File: src/core/dwt_pkg.sv
// Package: register map, field layout and types of the dual-width timer
package dwt_pkg;

  // ---------------------------------------------------------------
  // Register byte offsets
  // ---------------------------------------------------------------
  localparam logic [7:0] OFS_COUNT_LOW  = 8'h00;
  localparam logic [7:0] OFS_COUNT_HIGH = 8'h04;
  localparam logic [7:0] OFS_CONTROL_A  = 8'h08;
  localparam logic [7:0] OFS_CONTROL_B  = 8'h0C;
  localparam logic [7:0] OFS_IRQ_FLAG   = 8'h10;
  localparam logic [7:0] OFS_IRQ_ENABLE = 8'h14;
  localparam logic [7:0] OFS_POWER      = 8'h18;

  // ---------------------------------------------------------------
  // Field positions
  // ---------------------------------------------------------------
  localparam int CA_ON_BIT    = 7;
  localparam int CA_OUT_BIT   = 5;
  localparam int CA_WIDE_BIT  = 4;
  localparam int CB_ASYNC_BIT = 4;
  localparam int CB_CS_LSB    = 5;

  // ---------------------------------------------------------------
  // Reset values
  // ---------------------------------------------------------------
  localparam logic [7:0] RST_COUNT_LOW  = 8'h00;
  localparam logic [7:0] RST_COUNT_HIGH = 8'hFF;
  localparam logic [7:0] RST_CONTROL    = 8'h00;

  // AXI responses
  localparam logic [1:0] RESP_OKAY   = 2'b00;
  localparam logic [1:0] RESP_SLVERR = 2'b10;

  typedef struct packed {
    logic       on;
    logic       wide;
    logic [3:0] post;
  } dwt_ctrl_a_t;

  typedef struct packed {
    logic [2:0] src;
    logic       unsync;
    logic [3:0] pre;
  } dwt_ctrl_b_t;

  typedef struct packed {
    logic match_pulse;
    logic timer_out;
    logic irq;
    logic wake;
  } dwt_out_t;

endpackage

File: src/core/dwt_timer.sv
// Module: dual-width timer/counter with AXI4-Lite register slave
//
// Decided for this implementation: the placing of the registers and the AXI4-Lite slave port.
`timescale 1ns/1ps
`default_nettype none

module dwt_timer (
  input  wire logic          aclk,
  input  wire logic          aresetn,
  input  wire logic [7:0]    s_axi_awaddr,
  input  wire logic          s_axi_awvalid,
  output logic               s_axi_awready,
  input  wire logic [31:0]   s_axi_wdata,
  input  wire logic [3:0]    s_axi_wstrb,
  input  wire logic          s_axi_wvalid,
  output logic               s_axi_wready,
  output logic [1:0]         s_axi_bresp,
  output logic               s_axi_bvalid,
  input  wire logic          s_axi_bready,
  input  wire logic [7:0]    s_axi_araddr,
  input  wire logic          s_axi_arvalid,
  output logic               s_axi_arready,
  output logic [31:0]        s_axi_rdata,
  output logic [1:0]         s_axi_rresp,
  output logic               s_axi_rvalid,
  input  wire logic          s_axi_rready,
  input  wire logic [7:0]    clk_src_in,
  input  wire logic          sleep_in,
  output dwt_pkg::dwt_out_t  tmr_out
);
  import dwt_pkg::*;

  // ---------------------------------------------------------------
  // State
  // ---------------------------------------------------------------
  dwt_ctrl_a_t ca_q, ca_d;
  dwt_ctrl_b_t cb_q, cb_d;
  logic [7:0]  low_q, low_d, high_q, high_d, hbuf_q, hbuf_d, per_q, per_d;
  logic [14:0] pre_q, pre_d;
  logic [3:0]  post_q, post_d;
  logic        flag_q, flag_d, ie_q, ie_d;
  logic        tout_q, tout_d, pulse_q, pulse_d;
  logic [7:0]  s1_q, s2_q, s3_q;
  logic        aw_q, aw_d, w_q, w_d, b_q, b_d, r_q, r_d;
  logic [7:0]  awa_q, awa_d;
  logic [31:0] wd_q, wd_d, rd_q, rd_d;
  logic [1:0]  br_q, br_d, rr_q, rr_d;

  // ---------------------------------------------------------------
  // Source select and edge detection
  // ---------------------------------------------------------------
  // Async mode here still samples: one clock domain only; the raw
  // rate limit is therefore the same as synced mode.
  always_ff @(posedge aclk) begin
    if (!aresetn) begin
      s1_q <= 8'h00;
      s2_q <= 8'h00;
      s3_q <= 8'h00;
    end else begin
      s1_q <= clk_src_in;
      s2_q <= s1_q;
      s3_q <= s2_q;
    end
  end

  logic src_lvl, src_prev, src_rise, tick_src, pre_tick, evt, run;
  assign src_lvl  = s2_q[cb_q.src];
  assign src_prev = s3_q[cb_q.src];
  // Source 2 is the instruction clock: every aclk is one cycle
  assign tick_src = (cb_q.src == 3'd2) ? 1'b1 : (src_lvl & ~src_prev);
  assign src_rise = tick_src;
  // Synced timer halts in sleep; unsynced keeps counting
  assign run = ca_q.on & (~sleep_in | cb_q.unsync);
  // Prescaler output: all selected low bits wrap together
  // Code 15 shifts the one out, so the mask is all ones: 1:32768
  always_comb begin
    pre_tick = 1'b0;
    if (cb_q.pre == 4'h0) begin
      pre_tick = src_rise;
    end else begin
      pre_tick = src_rise &
        (&(pre_q | ~((15'h0001 << cb_q.pre) - 15'h0001)));
    end
  end

  logic rd_low, wr_fire;
  logic [7:0] wa;
  assign wa = awa_q;
  assign wr_fire = aw_q & w_q & ~b_q;
  assign rd_low  = s_axi_arvalid & s_axi_arready &
                   (s_axi_araddr == OFS_COUNT_LOW);

  // ---------------------------------------------------------------
  // Timer core
  // ---------------------------------------------------------------
  always_comb begin
    ca_d = ca_q; cb_d = cb_q; low_d = low_q; high_d = high_q;
    hbuf_d = hbuf_q; per_d = per_q; pre_d = pre_q; post_d = post_q;
    flag_d = flag_q; ie_d = ie_q; tout_d = tout_q; pulse_d = pulse_q;
    evt = 1'b0;
    if (run && src_rise) begin
      pre_d = pre_q + 15'h0001;
    end
    if (run && pre_tick) begin
      pulse_d = 1'b0;
      if (ca_q.wide) begin
        {high_d, low_d} = {high_q, low_q} + 16'h0001;
        evt = ({high_q, low_q} == 16'hFFFF);
      end else if (low_q == per_q) begin
        low_d = 8'h00;
        per_d = high_q;
        evt   = 1'b1;
      end else begin
        low_d = low_q + 8'h01;
      end
      if (evt) begin
        if (post_q == ca_q.post) begin
          post_d  = 4'h0;
          pulse_d = 1'b1;
        end else begin
          post_d = post_q + 4'h1;
        end
      end
    end
    if (pulse_d && !pulse_q) begin
      tout_d = ~tout_q;
    end
    if (rd_low && ca_q.wide) begin
      hbuf_d = high_q;
    end
    if (wr_fire) begin
      if (wa == OFS_COUNT_LOW) begin
        low_d = wd_q[7:0];
        if (ca_q.wide) high_d = hbuf_q;
        pre_d = 15'h0000;
        post_d = 4'h0;
      end
      if (wa == OFS_COUNT_HIGH) begin
        if (ca_q.wide) hbuf_d = wd_q[7:0];
        else high_d = wd_q[7:0];
      end
      if (wa == OFS_CONTROL_A) begin
        ca_d = '{wd_q[CA_ON_BIT], wd_q[CA_WIDE_BIT], wd_q[3:0]};
        pre_d = 15'h0000;
        post_d = 4'h0;
      end
      if (wa == OFS_CONTROL_B) begin
        cb_d = '{wd_q[CB_CS_LSB+2:CB_CS_LSB], wd_q[CB_ASYNC_BIT], wd_q[3:0]};
        pre_d = 15'h0000;
        post_d = 4'h0;
      end
      if (wa == OFS_IRQ_FLAG && !wd_q[0]) begin
        flag_d = 1'b0;
      end
      if (wa == OFS_IRQ_ENABLE) begin
        ie_d = wd_q[0];
      end
    end
    if (pulse_d && !pulse_q) begin
      flag_d = 1'b1; // set wins over clear
    end
  end

  always_ff @(posedge aclk) begin
    if (!aresetn) begin
      ca_q   <= '0;
      cb_q   <= '0;
      low_q  <= RST_COUNT_LOW;
      high_q <= RST_COUNT_HIGH;
      hbuf_q <= RST_COUNT_HIGH;
      per_q  <= RST_COUNT_HIGH;
      pre_q  <= 15'h0000;
      post_q <= 4'h0;
      flag_q <= 1'b0;
      ie_q   <= 1'b0;
      tout_q <= 1'b0;
      pulse_q <= 1'b0;
    end else begin
      ca_q   <= ca_d;
      cb_q   <= cb_d;
      low_q  <= low_d;
      high_q <= high_d;
      hbuf_q <= hbuf_d;
      per_q  <= per_d;
      pre_q  <= pre_d;
      post_q <= post_d;
      flag_q <= flag_d;
      ie_q   <= ie_d;
      tout_q <= tout_d;
      pulse_q <= pulse_d;
    end
  end

  assign tmr_out.match_pulse = pulse_q;
  assign tmr_out.timer_out   = tout_q;
  assign tmr_out.irq         = flag_q & ie_q;
  assign tmr_out.wake        = flag_q & ie_q & cb_q.unsync;

  // ---------------------------------------------------------------
  // AXI4-Lite slave
  // ---------------------------------------------------------------
  logic [7:0] hi_view;
  logic       map_ok;
  assign hi_view = ca_q.wide ? hbuf_q : high_q;

  always_comb begin
    aw_d = aw_q; w_d = w_q; b_d = b_q; r_d = r_q; awa_d = awa_q;
    wd_d = wd_q; rd_d = rd_q; br_d = br_q; rr_d = rr_q;
    // Offset 18h holds no register: writes answer SLVERR like reads
    map_ok = (awa_q < OFS_POWER) && (awa_q[1:0] == 2'b00);
    if (s_axi_awvalid && s_axi_awready) begin
      aw_d = 1'b1;
      awa_d = s_axi_awaddr;
    end
    if (s_axi_wvalid && s_axi_wready) begin
      w_d = 1'b1;
      wd_d = s_axi_wstrb[0] ? s_axi_wdata : 32'h0000_0000;
    end
    if (wr_fire) begin
      aw_d = 1'b0; w_d = 1'b0; b_d = 1'b1;
      br_d = map_ok ? RESP_OKAY : RESP_SLVERR;
    end
    if (b_q && s_axi_bready) b_d = 1'b0;
    if (s_axi_arvalid && s_axi_arready) begin
      r_d = 1'b1;
      rr_d = RESP_OKAY;
      unique case (s_axi_araddr)
        OFS_COUNT_LOW:  rd_d = {24'h00_0000, low_q};
        OFS_COUNT_HIGH: rd_d = {24'h00_0000, hi_view};
        OFS_CONTROL_A:  rd_d = {24'h00_0000, ca_q.on, 1'b0, tout_q,
                                ca_q.wide, ca_q.post};
        OFS_CONTROL_B:  rd_d = {24'h00_0000, cb_q};
        OFS_IRQ_FLAG:   rd_d = {31'h0000_0000, flag_q};
        OFS_IRQ_ENABLE: rd_d = {31'h0000_0000, ie_q};
        default: begin
          rd_d = 32'h0000_0000;
          rr_d = RESP_SLVERR;
        end
      endcase
    end
    if (r_q && s_axi_rready) r_d = 1'b0;
  end

  always_ff @(posedge aclk) begin
    if (!aresetn) begin
      aw_q <= 1'b0; w_q <= 1'b0; b_q <= 1'b0; r_q <= 1'b0;
      awa_q <= 8'h00; wd_q <= 32'h0000_0000; rd_q <= 32'h0000_0000;
      br_q <= RESP_OKAY; rr_q <= RESP_OKAY;
    end else begin
      aw_q <= aw_d; w_q <= w_d; b_q <= b_d; r_q <= r_d;
      awa_q <= awa_d; wd_q <= wd_d; rd_q <= rd_d;
      br_q <= br_d; rr_q <= rr_d;
    end
  end

  assign s_axi_awready = ~aw_q & ~b_q;
  assign s_axi_wready  = ~w_q & ~b_q;
  assign s_axi_bvalid  = b_q;
  assign s_axi_bresp   = br_q;
  assign s_axi_arready = ~r_q;
  assign s_axi_rvalid  = r_q;
  assign s_axi_rdata   = rd_q;
  assign s_axi_rresp   = rr_q;
endmodule
`default_nettype wire

File: config.mk
export PLATFORM = sky130hd
export DESIGN_NAME = dwt_timer
export DESIGN_NICKNAME = d
export VERILOG_FILES = /design/src/core/dwt_pkg.sv /design/src/core/dwt_timer.sv
export SDC_FILE = /design/constraint.sdc
export NUM_CORES = 1
export LEC_CHECK = 0
export ABC_CLOCK_PERIOD_IN_PS = 5000
export BUFFER_PORTS_ARGS = -buffer_cell sky130_fd_sc_hd__buf_4
export CAP_MARGIN = 20
export CORE_AREA = 2 2 106 108
export DETAILED_ROUTE_END_ITERATION = 8
export DIE_AREA = 0 0 108 110
export GPL_TIMING_DRIVEN = 1
export PLACE_DENSITY = 0.91
export SLEW_MARGIN = 15
export SYNTH_ARGS = -nofsm -noshare
export SYNTH_HDL_FRONTEND = slang
export SYNTH_SLANG_ARGS = --single-unit
File: constraint.sdc
create_clock -name aclk -period 5 [get_ports aclk]
set_input_delay 0.5 -clock aclk [delete_from_list [all_inputs] [get_ports aclk]]
set_output_delay 0.5 -clock aclk [all_outputs]
set_load 0.02 [all_outputs]
After elaboration in Yosys (flattened, before gate mapping)
Cells that the tools add are included.
Word-level totals
  register bits after elaboration: 149
  output and inout port bits: 45
Operators by class
  add/sub/neg operators: 5
  $lt $le $gt $ge: 2
  equal/unequal tests: 14
  shift operators: 1
  muxes and demuxes: 48
  bitwise gates (word level): 23
  reductions and logical operators: 29
Operator list (count)
  $mux W8: 18
  $mux W15: 5
  $pmux W8 S6: 1
  $eq A8 B4 Y1 const B: 4
  $eq A8 B5 Y1 const B: 4
  $mux W4: 7
  $add A16 B1 Y16 const B: 1
  $eq A16 B16 Y1 const B: 1
  $eq A8 B3 Y1 const B: 2
  $logic_not A8 Y1: 2
  $add A15 B1 Y15 const B: 1
  $not A15 Y15: 1
  $or A15 B15 Y15: 1
  $reduce_and A15 Y1: 1
  $shl A1 B4 Y15 const A: 1
  $sub A15 B1 Y15 const B: 1
  $mux W1: 13
  $and A1 B1 Y1: 11
  $logic_and A1 B1 Y1: 11
  $not A1 Y1: 9
  $add A8 B1 Y8 const B: 1
  $eq A8 B8 Y1: 1
  $lt A8 B5 Y1 const B: 1
  $reduce_and A2 Y1: 4
  14 further kinds: 20

Longest topological paths before layout
Gate-level depths: netlist of run 1.
  depth in word-level cells: 15
  mapped depth: 14
  gate-level depth less buffers: 10

Worst setup path after synthesis of run 1
Ideal clock, no wire load.
  path kind: flip-flop to flip-flop
  start point: reg cb_q[2] (netlist bit)
  end point: reg post_q[1]
  setup time: 0.142 ns
  arrival time: 2.752 ns
  data required time: 4.858 ns
  path slack: 2.106 ns
  cell stages (with the launch flop): 14
  path buffers: 3
  period minus slack after synthesis: 2.894 ns
  path through: dfxtp_1 buf_6 nor2_1 nand2_1 ha_1 and2_1 nor2b_1 o311a_1 a211o_1 o31a_1 buf_6 buf_2 o311ai_1 o41ai_2
Between the ends
  word-level cells in the longest chain between the ends: 13
  elaborated cells on any way between the ends: 14
  classes of those cells: add/sub: 1; shift: 1; mux: 6; bitwise: 3; reduce/logical: 3
RTL lines
  start: declaration: RTL line dwt_timer.sv:37  | dwt_ctrl_b_t cb_q, cb_d;
  start signal: assignment: RTL line dwt_timer.sv:167  | cb_q <= '0;
  start signal: assignment: RTL line dwt_timer.sv:180  | cb_q <= cb_d;
  $shl A1 B4 Y15: RTL line dwt_timer.sv:82  | (&(pre_q | ~((15'h0001 << cb_q.pre) - 15'h0001)));
  $sub A15 B1 Y15: RTL line dwt_timer.sv:82
  $not A15 Y15: RTL line dwt_timer.sv:82
  $or A15 B15 Y15: RTL line dwt_timer.sv:82
  $reduce_and A15 Y1: RTL line dwt_timer.sv:82
  $and A1 B1 Y1: RTL line dwt_timer.sv:81  | pre_tick = src_rise &
  $mux W1 *: RTL line dwt_timer.sv:78  | if (cb_q.pre == 4'h0) begin
  $logic_and A1 B1 Y1 *: RTL line dwt_timer.sv:104  | if (run && pre_tick) begin
  $mux W4 *: RTL line dwt_timer.sv:104
  $mux W4: RTL line dwt_timer.sv:132  | if (wa == OFS_COUNT_LOW) begin
  $mux W4: RTL line dwt_timer.sv:142  | if (wa == OFS_CONTROL_A) begin
  $mux W4: RTL line dwt_timer.sv:147  | if (wa == OFS_CONTROL_B) begin
  $mux W4 *: RTL line dwt_timer.sv:131  | if (wr_fire) begin
  end signal: assignment: RTL line dwt_timer.sv:186  | post_q <= post_d;
  end: declaration: RTL line dwt_timer.sv:40  | logic [3:0] post_q, post_d;
Every way passes the cells marked *; elsewhere a longest branch is shown, timed or not.
A chain may end at the register's enable or synchronous reset.

Worst setup path after layout of run 1
  start point: reg cb_q[2] (netlist bit)
  end point: reg tout_q
Between the ends
  word-level cells in the longest chain between the ends: 10
  elaborated cells on any way between the ends: 11
  classes of those cells: add/sub: 1; shift: 1; mux: 2; bitwise: 3; reduce/logical: 4
RTL lines
  $shl A1 B4 Y15: RTL line dwt_timer.sv:82
  $sub A15 B1 Y15: RTL line dwt_timer.sv:82
  $not A15 Y15: RTL line dwt_timer.sv:82
  $or A15 B15 Y15: RTL line dwt_timer.sv:82
  $reduce_and A15 Y1: RTL line dwt_timer.sv:82
  $and A1 B1 Y1: RTL line dwt_timer.sv:81
  $mux W1 *: RTL line dwt_timer.sv:78
  $logic_and A1 B1 Y1 *: RTL line dwt_timer.sv:104
  $mux W1 *: RTL line dwt_timer.sv:104
  $logic_and A1 B1 Y1 *: RTL line dwt_timer.sv:125  | if (pulse_d && !pulse_q) begin
  end signal: assignment: RTL line dwt_timer.sv:189  | tout_q <= tout_d;
  end: declaration: RTL line dwt_timer.sv:42  | logic tout_q, tout_d, pulse_q, pulse_d;
Marks and branches as above.

==> results.py, run 1 <==
metrics = {
    "status": {
        "status": "completed",
    },
    "sta": {
        "worstMarginPinSlew_ns": 0.9990,
        "rsz0062_at_grt": "no",
        "final.setup_skew_ns": 0.009014,
        "drv_slew": 0,
        "holdWs_ns": 0.1742,
        "fmax_mhz": 256.3,
        "setup_viol": 0,
        "post-route-period-util_pct": 78.03,
        "period_needed_ns": 3.902,
        "setup_tns_ns": 0,
        "hold_viol": 0,
        "slew_headroom_pct": 32.79,
    },
    "logic_synthesis": {
        "avgSynthCellArea_um2": 8.406,
        "yosysMostFrequentCell": "dfxtp_1",
        "synth_xor_area_share_pct": 3.073,
        "synthArstFlopShare_pct": 0,
        "synth_compound_area_share_pct": 17.90,
        "synthCells": 746,
        "yosys.area_share.adder_pct": 0.7981,
        "synth_simple_gate_area_share_pct": 25.48,
        "synth_top_area_cell": "dfxtp_1",
        "synth_top_area_share_pct": 38.31,
        "synth-edff-count": 0,
        "synthFlopType": "dfxtp_1",
        "synth_cell_type_count": 69,
        "ys_ff_latch": 120,
        "syn_area_um2": 6271,
        "synth.area.mux_share_pct": 6.824,
        "yosys-top-cells-count": "dfxtp_1, nor2_1, nand2_1, o21ai_0",
        "synth_top_family_by_area": "simple AND/OR/NAND/NOR gates",
        "synth_top_cells_by_area": "dfxtp_1, nor2_1, o21ai_0, nand2_1, buf_4",
        "ys_warn_count": 0,
        "synth.yosys.seq_area_share_pct": 38.31,
    },
    "critical_path": {
        "crit_path_start_kind": "flip-flop",
        "crit_slowest_cell": "dfxtp_1",
        "cp-end-kind": "flip-flop",
        "critical_path_required_ns": 5.46,
        "max_stage_delay_ns": 0.72,
        "crit_type": "reg -> reg",
        "arrival_ns": 4.36,
        "cp_cell_sequence": "nor2_1, nand2_1, ha_1, nor4bb_1, o21ai_0, o2111ai_1, a211o_1, o31a_1, buf_4, nor4_2, mux2i_1",
        "cp_max_fo": 36,
    },
    "clocking": {
        "clock_path_buffers": 2,
        "cts.sinks": 120,
        "ctsHoldBuffers": 0,
        "numCtsBuffers": 17,
        "cts_setup_buffers": 0,
        "cts_resized": 0,
        "htree_levels": 4,
        "path_clk_slew_ns": 0.07,
        "insertion_delay_ns": 0.53,
        "cts_tree": "yes",
        "clockRootBuffer": "clkbuf_8",
    },
    "global_routing": {
        "grt_pass1_vias": 5616,
        "antenna_found_initial": 0,
        "track_usage_pct": 29.52,
        "grt_remaining_overflow": 0,
        "grt_max_degree": 58,
        "grt_pass1_wl_um": 27380,
    },
    "flow_run": {
        "cap_violations": 0,
    },
    "finish": {
        "layout-drive-gt1-share_pct": 16.48,
        "n_antenna_cell": 0,
        "area_delta_synth_final_pct": 15.48,
        "final_cells": 935,
        "final_util_pct": 67.70,
        "final_nets": 854,
        "design_area_um2": 7242,
    },
    "route": {
        "antenna_left": 0,
        "first_pass_iters": 8,
        "first_iter_violations": 890,
        "route.vias.total": 5971,
        "routed_wl_um": 16650,
        "post-route-drc-count": 0,
        "routed_via_density": 6.386,
        "wl_per_cell_um": 17.81,
    },
    "placement": {
        "finalWeightedCongestion": 0.9216,
        "dpl.cell_count": 903,
        "placed_area_um2": 6628,
        "io_buffers": 58,
        "place_hpwl_um": 10590,
    },
    "floorplanning": {
        "core-area_um2": 10700,
        "io_pins": 113,
        "die_w_um": 108,
        "die_h_um": 110,
        "rows": 38,
        "initial_core_util_pct": 58.62,
        "die-area_um2": 11880,
    },
    "power_and_ir_drop": {
        "power_density_nw_per_um2": 341.2,
        "p_leak_nw": 2.824,
        "vdd_drop_max_mv": 0.2533,
    },
    "hold_path": {
        "hold_class": "in -> reg",
    },
}
-- through the flow --
step	setup WS (ns)	total power, mW
floorplan	2.106	1.160
global placement	1.406	1.203
detailed placement	1.290	1.209
CTS	1.213	2.468
global route	0.8344	2.548
finish	1.098	2.471
-- area by class of cell --
class	count	area, µm²
Clock buffer	18	427.9
Clock inverter	14	186.4
Fill cell	792	3456
Inverter	14	52.55
Multi-Input combinational cell	562	3495
Sequential cell	120	2402
Tap cell	140	175.2
Timing Repair Buffer	67	503.0
-- where the power goes --
| part | internal [mW] | switching, mW |
|---|---|---|
| clock network | 0.787 | 0.488 |
| logic | 0.0757 | 0.117 |
| registers | 0.978 | 0.0256 |
| total | 1.84 | 0.630 |
-- placed cells by master, fill, tap and decap left out, drive strengths merged, types with 9 or more instances in the layout --
cell type	count
nand2b	11
and3	14
and2	24
conb	26
nand2	61
o21ai	55
o22ai	12
buf	67
nor3	10
or3	9
a21oi	37
a22oi	14
xnor2	16
dfxtp	120
nor4	15
mux2i	18
clkbuf	18
nand3	39
inv	21
a31oi	16
nor2	71
-- routing by layer --
metal / GRT usage (%) / vias to the layer above / part of all wire (%)
li1: - / 2727 / -
met1: 35.57 / 2786 / 39
met2: 48.70 / 379 / 47
met3: 9.053 / 79 / 10
met4: 13.37 / 0 / 3.5
met5: 0 / - / 0
-- kinds of logic (layout without fill, tap and decap cells) --
kind of cell | count (synthesis) | count (layout)
DFF | 120 | 120
muxes | 33 | 33
other | 1 | 26
and+or+nand+nor | 302 | 302
adders and majority gates | 4 | 4
AOI/OAI and AO/OA | 175 | 175
xor gates and xnor gates | 22 | 22
buffers and inverters | 89 | 113
-- critical path, delay by kind of cell, from the launching register on --
| kind | cells | cell delay [ns] |
|---|---|---|
| AND/OR/NAND/NOR | 4 | 1.13 |
| multiplexers | 1 | 0.26 |
| flip-flops | 1 | 0.72 |
| adder cells (fa/ha/maj) | 1 | 0.53 |
| AO/OA/AOI/OAI | 4 | 0.91 |
| buffers and inverters | 1 | 0.25 |
-- flip-flops by register name (all words and copies together) (netlist names), 8 cells and up --
name and flops:
hbuf_q 8, pre_q 15, s_axi_rdata 8, awa_q 8, cb_q 8, wd_q 8, low_q 8, high_q 8
per_q 8
-- worst paths after layout --
| check | cells past startpoint | end | startpoint | slack [ns] |
|---|---|---|---|---|
| hold / removal | 2 | s1_q[6] | clk_src_in[6] | 0.17 |
| hold reg to reg | 1 | s2_q[4] | s1_q[4] | 0.43 |
| setup / recovery | 11 | tout_q | cb_q[2] | 1.10 |
| setup reg to reg | 11 | tout_q | cb_q[2] | 1.10 |
Power figures use the tool's default switching activity.
==> inputs of run 2 (changes only) <==
--- a/config.mk
+++ b/config.mk
@@ -5,14 +5,14 @@
 export SDC_FILE = /design/constraint.sdc
 export NUM_CORES = 1
 export LEC_CHECK = 0
-export ABC_CLOCK_PERIOD_IN_PS = 5000
+export ABC_CLOCK_PERIOD_IN_PS = 4100
 export BUFFER_PORTS_ARGS = -buffer_cell sky130_fd_sc_hd__buf_4
 export CAP_MARGIN = 20
-export CORE_AREA = 2 2 106 108
+export CORE_AREA = 2 2 109 111
 export DETAILED_ROUTE_END_ITERATION = 8
-export DIE_AREA = 0 0 108 110
+export DIE_AREA = 0 0 111 113
 export GPL_TIMING_DRIVEN = 1
-export PLACE_DENSITY = 0.91
+export PLACE_DENSITY = 0.87
 export SLEW_MARGIN = 15
 export SYNTH_ARGS = -nofsm -noshare
 export SYNTH_HDL_FRONTEND = slang
==> constraint.sdc (replaced) <==
create_clock -name aclk -period 4.1 [get_ports aclk]
set_input_delay 0.41 -clock aclk [delete_from_list [all_inputs] [get_ports aclk]]
set_output_delay 0.41 -clock aclk [all_outputs]
set_load 0.02 [all_outputs]
==> run 2 against run 1 <==
Compared with the run above: global-route usage decreased by 3.4 points; sequential share of layout area up 0.12 points; die area increased by 5.6%; non-clock buffer count grew 6; via count down 2.2%; critical path depth shrank 1; design area fell by 0.36%; flip-flop and latch count stayed put; routed wire length down 3.4%; sequential power rose by 22%; combinational power increased by 20%; total power up 15%; highest routed layer unchanged.
==> results.py, run 2 (synthesized netlist as in run 1, its figures left out) <==
metrics = {
    "status": {
        "status": "completed",
    },
    "clocking": {
        "insertion_delay_ns": 0.42,
        "cts_resized": 0,
        "path_clk_slew_ns": 0.06,
        "cts_tree": "yes",
        "clock_path_buffers": 2,
        "numCtsBuffers": 17,
        "cts_setup_buffers": 0,
        "ctsHoldBuffers": 0,
        "cts.sinks": 120,
        "htree_levels": 4,
        "clockRootBuffer": "clkbuf_16",
    },
    "critical_path": {
        "cp_max_fo": 29,
        "arrival_ns": 3.79,
        "crit_family": "compound AO/OA/AOI/OAI gates",
        "critical_path_required_ns": 4.41,
        "cp_cell_sequence": "nor2_1, nand2_1, ha_1, or4b_4, a21boi_1, a221oi_2, o31a_1, buf_4, nor4_1, o31a_1",
        "crit_top_cell": "o31a_1",
        "max_stage_delay_ns": 0.68,
        "crit_type": "reg -> reg",
        "crit_buf_inv": 1,
        "cp-end-kind": "flip-flop",
        "crit_slowest_cell": "dfxtp_1",
        "crit_path_start_kind": "flip-flop",
    },
    "global_routing": {
        "grt_pass1_vias": 5576,
        "use_met3_pct": 7.499,
        "use_met1_pct": 32.20,
        "antenna_found_initial": 0,
        "grt_pass1_wl_um": 26740,
        "grt_remaining_overflow": 0,
        "grt_max_degree": 58,
        "use_met2_pct": 42.13,
        "track_usage_pct": 26.09,
        "grt-busiest-layer": "met2",
    },
    "floorplanning": {
        "die-area_um2": 12540,
        "io_pins": 113,
        "die_w_um": 111,
        "die_h_um": 113,
        "core-area_um2": 11270,
        "initial_core_util_pct": 55.63,
        "rows": 39,
    },
    "power_and_ir_drop": {
        "p_leak_nw": 2.816,
        "power_density_nw_per_um2": 392.1,
        "p_int_mw": 2.069,
        "vdd_drop_max_mv": 0.3832,
        "p_seq_share_pct": 43.3,
        "netSwitchingFraction_pct": 26.87,
        "p_switching_mw": 0.7602,
        "p_clk_share_pct": 48.6,
        "combPwrFrac_pct": 8.1,
    },
    "route": {
        "antenna_left": 0,
        "route.vias.total": 5842,
        "post-route-drc-count": 0,
        "first_iter_violations": 658,
        "routed_via_density": 6.195,
        "wl_per_cell_um": 17.05,
        "first_pass_iters": 6,
        "routed_wl_um": 16080,
    },
    "sta": {
        "hold_viol": 0,
        "post-route-period-util_pct": 84.80,
        "period_needed_ns": 3.477,
        "fmax_mhz": 287.6,
        "rsz0062_at_grt": "no",
        "drv_slew": 0,
        "worstMarginPinSlew_ns": 0.8803,
        "setup_tns_ns": 0,
        "setup_viol": 0,
        "setup_slack_ns": 0.6232,
        "final.setup_skew_ns": 0.008654,
        "slew_headroom_pct": 41.32,
    },
    "finish": {
        "layout-drive-gt1-share_pct": 17.00,
        "n_antenna_cell": 0,
        "final_cell_mix": "dfxtp_1, buf_4, nor2_1, nand2_1, o21ai_0",
        "final_common_cell": "dfxtp_1",
        "area_delta_synth_final_pct": 15.06,
        "final_nets": 860,
        "largest_register_ffs": 15,
        "top_register": "pre_q",
    },
    "placement": {
        "place_hpwl_um": 10770,
        "io_buffers": 58,
        "pre_cts_ws_ns": 0.6864,
        "finalWeightedCongestion": 0.9070,
    },
    "hold_path": {
        "hold_class": "in -> reg",
    },
    "flow_run": {
        "cap_violations": 0,
    },
}
-- run 2: cell count changes in the layout (fill, tap and decap cells not counted) --
cell | before | now
clkinv_2 | 0 | 1
clkinv_4 | 2 | 1
clkbuf_2 | 0 | 1
bufinv_16 | 3 | 0
inv_6 | 6 | 7
clkbuf_8 | 2 | 0
clkbuf_16 | 16 | 17
clkinvlp_4 | 2 | 4
buf_4 | 67 | 72
-- run 2: metrics by stage --
step / instance area, µm² / hold WS [ns] / power (mW) / utilization [%] / cells
floorplan: 6365 / 0.4104 / 1.414 / - / 771
global placement: 6669 / 0.4140 / 1.468 / 59.16 / 911
detailed placement: 6669 / 0.4226 / 1.473 / 59.16 / 911
CTS: 7211 / 0.1875 / 2.835 / 63.97 / 942
global route: 7216 / 0.1870 / 2.915 / 64.01 / 943
finish: 7216 / 0.1961 / 2.829 / 64.01 / 943
-- run 2: final timing paths --
path	from	end	slack (ns)	cells past startpoint
min	clk_src_in[6]	s1_q[6]	0.20	2
max reg2reg	cb_q[0]	high_q[1]	0.62	10
max	cb_q[0]	high_q[1]	0.62	10
min reg2reg	s1_q[4]	s2_q[4]	0.44	1
-- run 2: cell type report --
type	instances	area [µm²]
fill	950	4056
multi-input combinational	562	3495
sequential	120	2402
timing repair buffer	73	545.5
clock buffer	17	425.4
tap	143	178.9
clock inverter	14	116.4
inverter	14	52.55
-- run 2: per-layer routing --
layer / wire, µm / up-vias
met2: 7536 / 302
li1: - / 2733
met3: 1503 / 54
met1: 6517 / 2753
met4: 524 / 0
met5: 0 / -
-- run 2: power by group through the flow --
| stage | Sequential (mW) | Clock, mW | Combinational, mW |
|---|---|---|---|
| floorplan | 1.24 | 0 | 0.177 |
| global placement | 1.25 | 0 | 0.221 |
| detailed placement | 1.25 | 0 | 0.225 |
| CTS | 1.22 | 1.39 | 0.227 |
| global route | 1.23 | 1.44 | 0.251 |
| finish | 1.22 | 1.37 | 0.230 |
-- run 2: worst register-to-register path: cells and delay by family, from the launching register on --
family | cells | cell delay, ns
AOI/OAI and AO/OA | 4 | 1.00
adders and majority gates | 1 | 0.51
buffers and inverters | 1 | 0.31
DFF | 1 | 0.68
and+or+nand+nor | 4 | 0.88
==> inputs of run 3 (changes only) <==
--- a/config.mk
+++ b/config.mk
@@ -5,14 +5,15 @@
 export SDC_FILE = /design/constraint.sdc
 export NUM_CORES = 1
 export LEC_CHECK = 0
-export ABC_CLOCK_PERIOD_IN_PS = 4100
+export ABC_AREA = 1
+export ABC_CLOCK_PERIOD_IN_PS = 2800
 export BUFFER_PORTS_ARGS = -buffer_cell sky130_fd_sc_hd__buf_4
 export CAP_MARGIN = 20
-export CORE_AREA = 2 2 109 111
+export CORE_AREA = 2 2 117 119
 export DETAILED_ROUTE_END_ITERATION = 8
-export DIE_AREA = 0 0 111 113
+export DIE_AREA = 0 0 119 121
 export GPL_TIMING_DRIVEN = 1
-export PLACE_DENSITY = 0.87
+export PLACE_DENSITY = 0.83
 export SLEW_MARGIN = 15
 export SYNTH_ARGS = -nofsm -noshare
 export SYNTH_HDL_FRONTEND = slang
==> constraint.sdc (replaced) <==
create_clock -name aclk -period 2.8 [get_ports aclk]
set_input_delay 0.28 -clock aclk [delete_from_list [all_inputs] [get_ports aclk]]
set_output_delay 0.28 -clock aclk [all_outputs]
set_load 0.02 [all_outputs]
==> run 3 against run 2 <==
Compared with the run above: routed wire length increased by 9.1%; largest power group unchanged; via count increased by 12%; flip-flop and latch count unchanged; critical path depth increased by 6; worst hold slack got worse by 0.15 ns.
==> results.py, run 3 <==
metrics = {
    "logic_synthesis": {
        "synth_top_cells_by_area": "dfxtp_1, nand2_1, inv_1, nor2_1, a21oi_1",
        "ys_warn_count": 0,
        "synthCells": 963,
        "synth_cell_type_count": 52,
        "avgSynthCellArea_um2": 6.802,
        "syn_area_um2": 6550,
        "ys_ff_latch": 120,
        "yosys-top-cells-count": "nand2_1, inv_1, dfxtp_1, nor2_1, a21oi_1",
        "synthFlopType": "dfxtp_1",
        "synth.yosys.seq_area_share_pct": 36.68,
        "synthArstFlopShare_pct": 0,
        "yosysMostFrequentCell": "nand2_1",
        "synth_top_area_share_pct": 36.68,
        "synth-edff-count": 0,
        "synth_top_area_cell": "dfxtp_1",
    },
    "sta": {
        "worstMarginPinSlew_ns": 1.047,
        "drv_slew": 0,
        "slew_headroom_pct": 30.14,
        "fmax_mhz": 385.7,
        "setup_viol": 0,
        "hold_viol": 0,
        "post-route-period-util_pct": 92.60,
        "final.setup_skew_ns": 0.009070,
        "holdWs_ns": 0.04290,
        "period_needed_ns": 2.593,
    },
    "route": {
        "antenna_left": 0,
        "routed_wl_um": 17540,
        "route.vias.total": 6572,
        "first_pass_iters": 5,
        "first_iter_violations": 589,
        "wl_per_cell_um": 14.35,
        "routed_via_density": 5.374,
        "post-route-drc-count": 0,
    },
    "floorplanning": {
        "initial_core_util_pct": 50.06,
        "die_w_um": 119,
        "die_h_um": 121,
        "core-area_um2": 13090,
        "rows": 42,
        "io_pins": 113,
        "die-area_um2": 14400,
    },
    "finish": {
        "layout-drive-gt1-share_pct": 14.42,
        "area_delta_synth_final_pct": 17.96,
        "largest_register_ffs": 15,
        "top_register": "pre_q",
        "final_cell_mix": "nand2_1, inv_1, dfxtp_1, nor2_1, buf_4",
        "fillCellCount": 1208,
        "final_nets": 1106,
        "final_common_cell": "nand2_1",
        "n_antenna_cell": 0,
        "final_cells": 1223,
    },
    "global_routing": {
        "track_usage_pct": 24.76,
        "grt_remaining_overflow": 0,
        "grt_pass1_wl_um": 28560,
        "antenna_found_initial": 0,
        "grt_pass1_vias": 5936,
        "grt_max_degree": 54,
    },
    "clocking": {
        "clockRootBuffer": "clkbuf_16",
        "numCtsBuffers": 17,
        "cts.sinks": 120,
        "htree_levels": 4,
        "clock_path_buffers": 2,
        "insertion_delay_ns": 0.42,
        "path_clk_slew_ns": 0.06,
        "ctsHoldBuffers": 0,
        "cts_tree": "yes",
    },
    "placement": {
        "io_buffers": 58,
        "dpl.cell_count": 1188,
        "finalWeightedCongestion": 0.9416,
        "place_hpwl_um": 12750,
    },
    "critical_path": {
        "crit_buf_inv": 3,
        "crit_family": "simple AND/OR/NAND/NOR gates",
        "arrival_ns": 2.93,
        "crit_type": "reg -> reg",
        "cp-end-kind": "flip-flop",
        "cp_cell_sequence": "nor2_4, nand2_2, ha_1, a21boi_1, nand3_1, nand3_1, nand2_1, inv_1, nand4_2, buf_4, a21oi_4, buf_4, nand2_1, nand2_1, nand3_1, a21oi_1",
        "critical_path_required_ns": 3.14,
        "crit_slowest_cell": "dfxtp_2",
        "crit_path_start_kind": "flip-flop",
        "max_stage_delay_ns": 0.43,
        "cp_max_fo": 11,
    },
    "power_and_ir_drop": {
        "p_int_mw": 3.170,
        "vdd_drop_max_mv": 0.3460,
        "netSwitchingFraction_pct": 28.01,
        "total_power_mw": 4.403,
        "p_clk_share_pct": 48.6,
        "p_switching_mw": 1.233,
        "p_seq_share_pct": 41.1,
        "combPwrFrac_pct": 10.4,
        "power_density_nw_per_um2": 569.9,
        "p_leak_nw": 3.698,
    },
    "flow_run": {
        "cap_violations": 0,
    },
    "hold_path": {
        "hold_class": "in -> reg",
    },
    "status": {
        "status": "completed",
    },
}
## run 3: cell count changes after synthesis, sizes merged, moves of 18 or more
cell	delta
mux2i	-18
inv	+138
a21oi	+27
a211oi	+24
o211ai	+20
nand2	+149
and2	-24
nor2	+29
## run 3: power groups by stage
stage                     Combinational (mW)  Clock (mW)  Sequential, mW
after floorplan                        0.328           0            1.83
after global routing                   0.509        2.23            1.81
after CTS                              0.450        2.16            1.81
final                                  0.456        2.14            1.81
after global placement                 0.438           0            1.84
after detailed placement               0.445           0            1.84
## run 3: stage by stage
stage | setup slack (ns) | TNS [ns] | utilization (%) | cell area, µm²
2_1_floorplan | 0.4844 | 0 | - | 6644
4_1_cts | 0.1628 | 0 | 58.85 | 7701
6_report | 0.2073 | 0 | 59.05 | 7726
3_3_place_gp | 0.2343 | 0 | 54.44 | 7123
5_1_grt | -0.0009641 | -0.001261 | 59.05 | 7726
3_5_place_dp | 0.1809 | 0 | 54.44 | 7123
## run 3: repair_timing
item	in CTS	in global routing
setup buffers	0	3
gates resized for setup	0	2
setup endpoints to repair	0	13
## run 3: worst reg2reg max path, stage by stage, from the launching register on
cell and delay, ns:
dfxtp_2 0.43, nor2_4 0.07, nand2_2 0.07, ha_1 0.29, a21boi_1 0.30, nand3_1 0.11
nand3_1 0.09, nand2_1 0.05, inv_1 0.06, nand4_2 0.15, buf_4 0.18, a21oi_4 0.17
buf_4 0.21, nand2_1 0.07, nand2_1 0.05, nand3_1 0.09, a21oi_1 0.14
## run 3: layout make-up
type | count | area (µm²) | area share, %
clock buffer | 17 | 425.4 | 5.506
clock inverter | 15 | 152.6 | 1.976
timing repair buffer | 87 | 653.1 | 8.453
tap | 176 | 220.2 | 2.850
sequential | 120 | 2405 | 31.13
multi-input combinational | 654 | 3292 | 42.61
inverter | 154 | 578.1 | 7.482
## run 3: logic make-up after synthesis
family | after synthesis | share of synthesized area [%]
buffers and inverters | 214 | 14.50
AND/OR/NAND/NOR | 401 | 26.38
AO/OA/AOI/OAI | 208 | 19.62
flip-flops | 120 | 36.68
adder cells (fa/ha/maj) | 4 | 0.7641
XOR/XNOR | 15 | 2.006
other | 1 | 0.05725
## run 3: path summary, 6_finish.rpt
path,startpoint,to,slack [ns],cells after the start
max,cb_q[1],low_q[4],0.21,16
min reg2reg,s1_q[1],s2_q[1],0.41,2
min,clk_src_in[4],s1_q[4],0.04,3
max reg2reg,cb_q[1],low_q[4],0.21,16
## run 3: metal layers
metal | vias to the layer above | GRT usage [%] | routed length [µm]
met5 | - | 0 | 0
li1 | 3254 | - | -
met4 | 0 | 8.408 | 378
met3 | 33 | 5.263 | 1647
met2 | 314 | 39.08 | 7819
met1 | 2971 | 33.68 | 7699
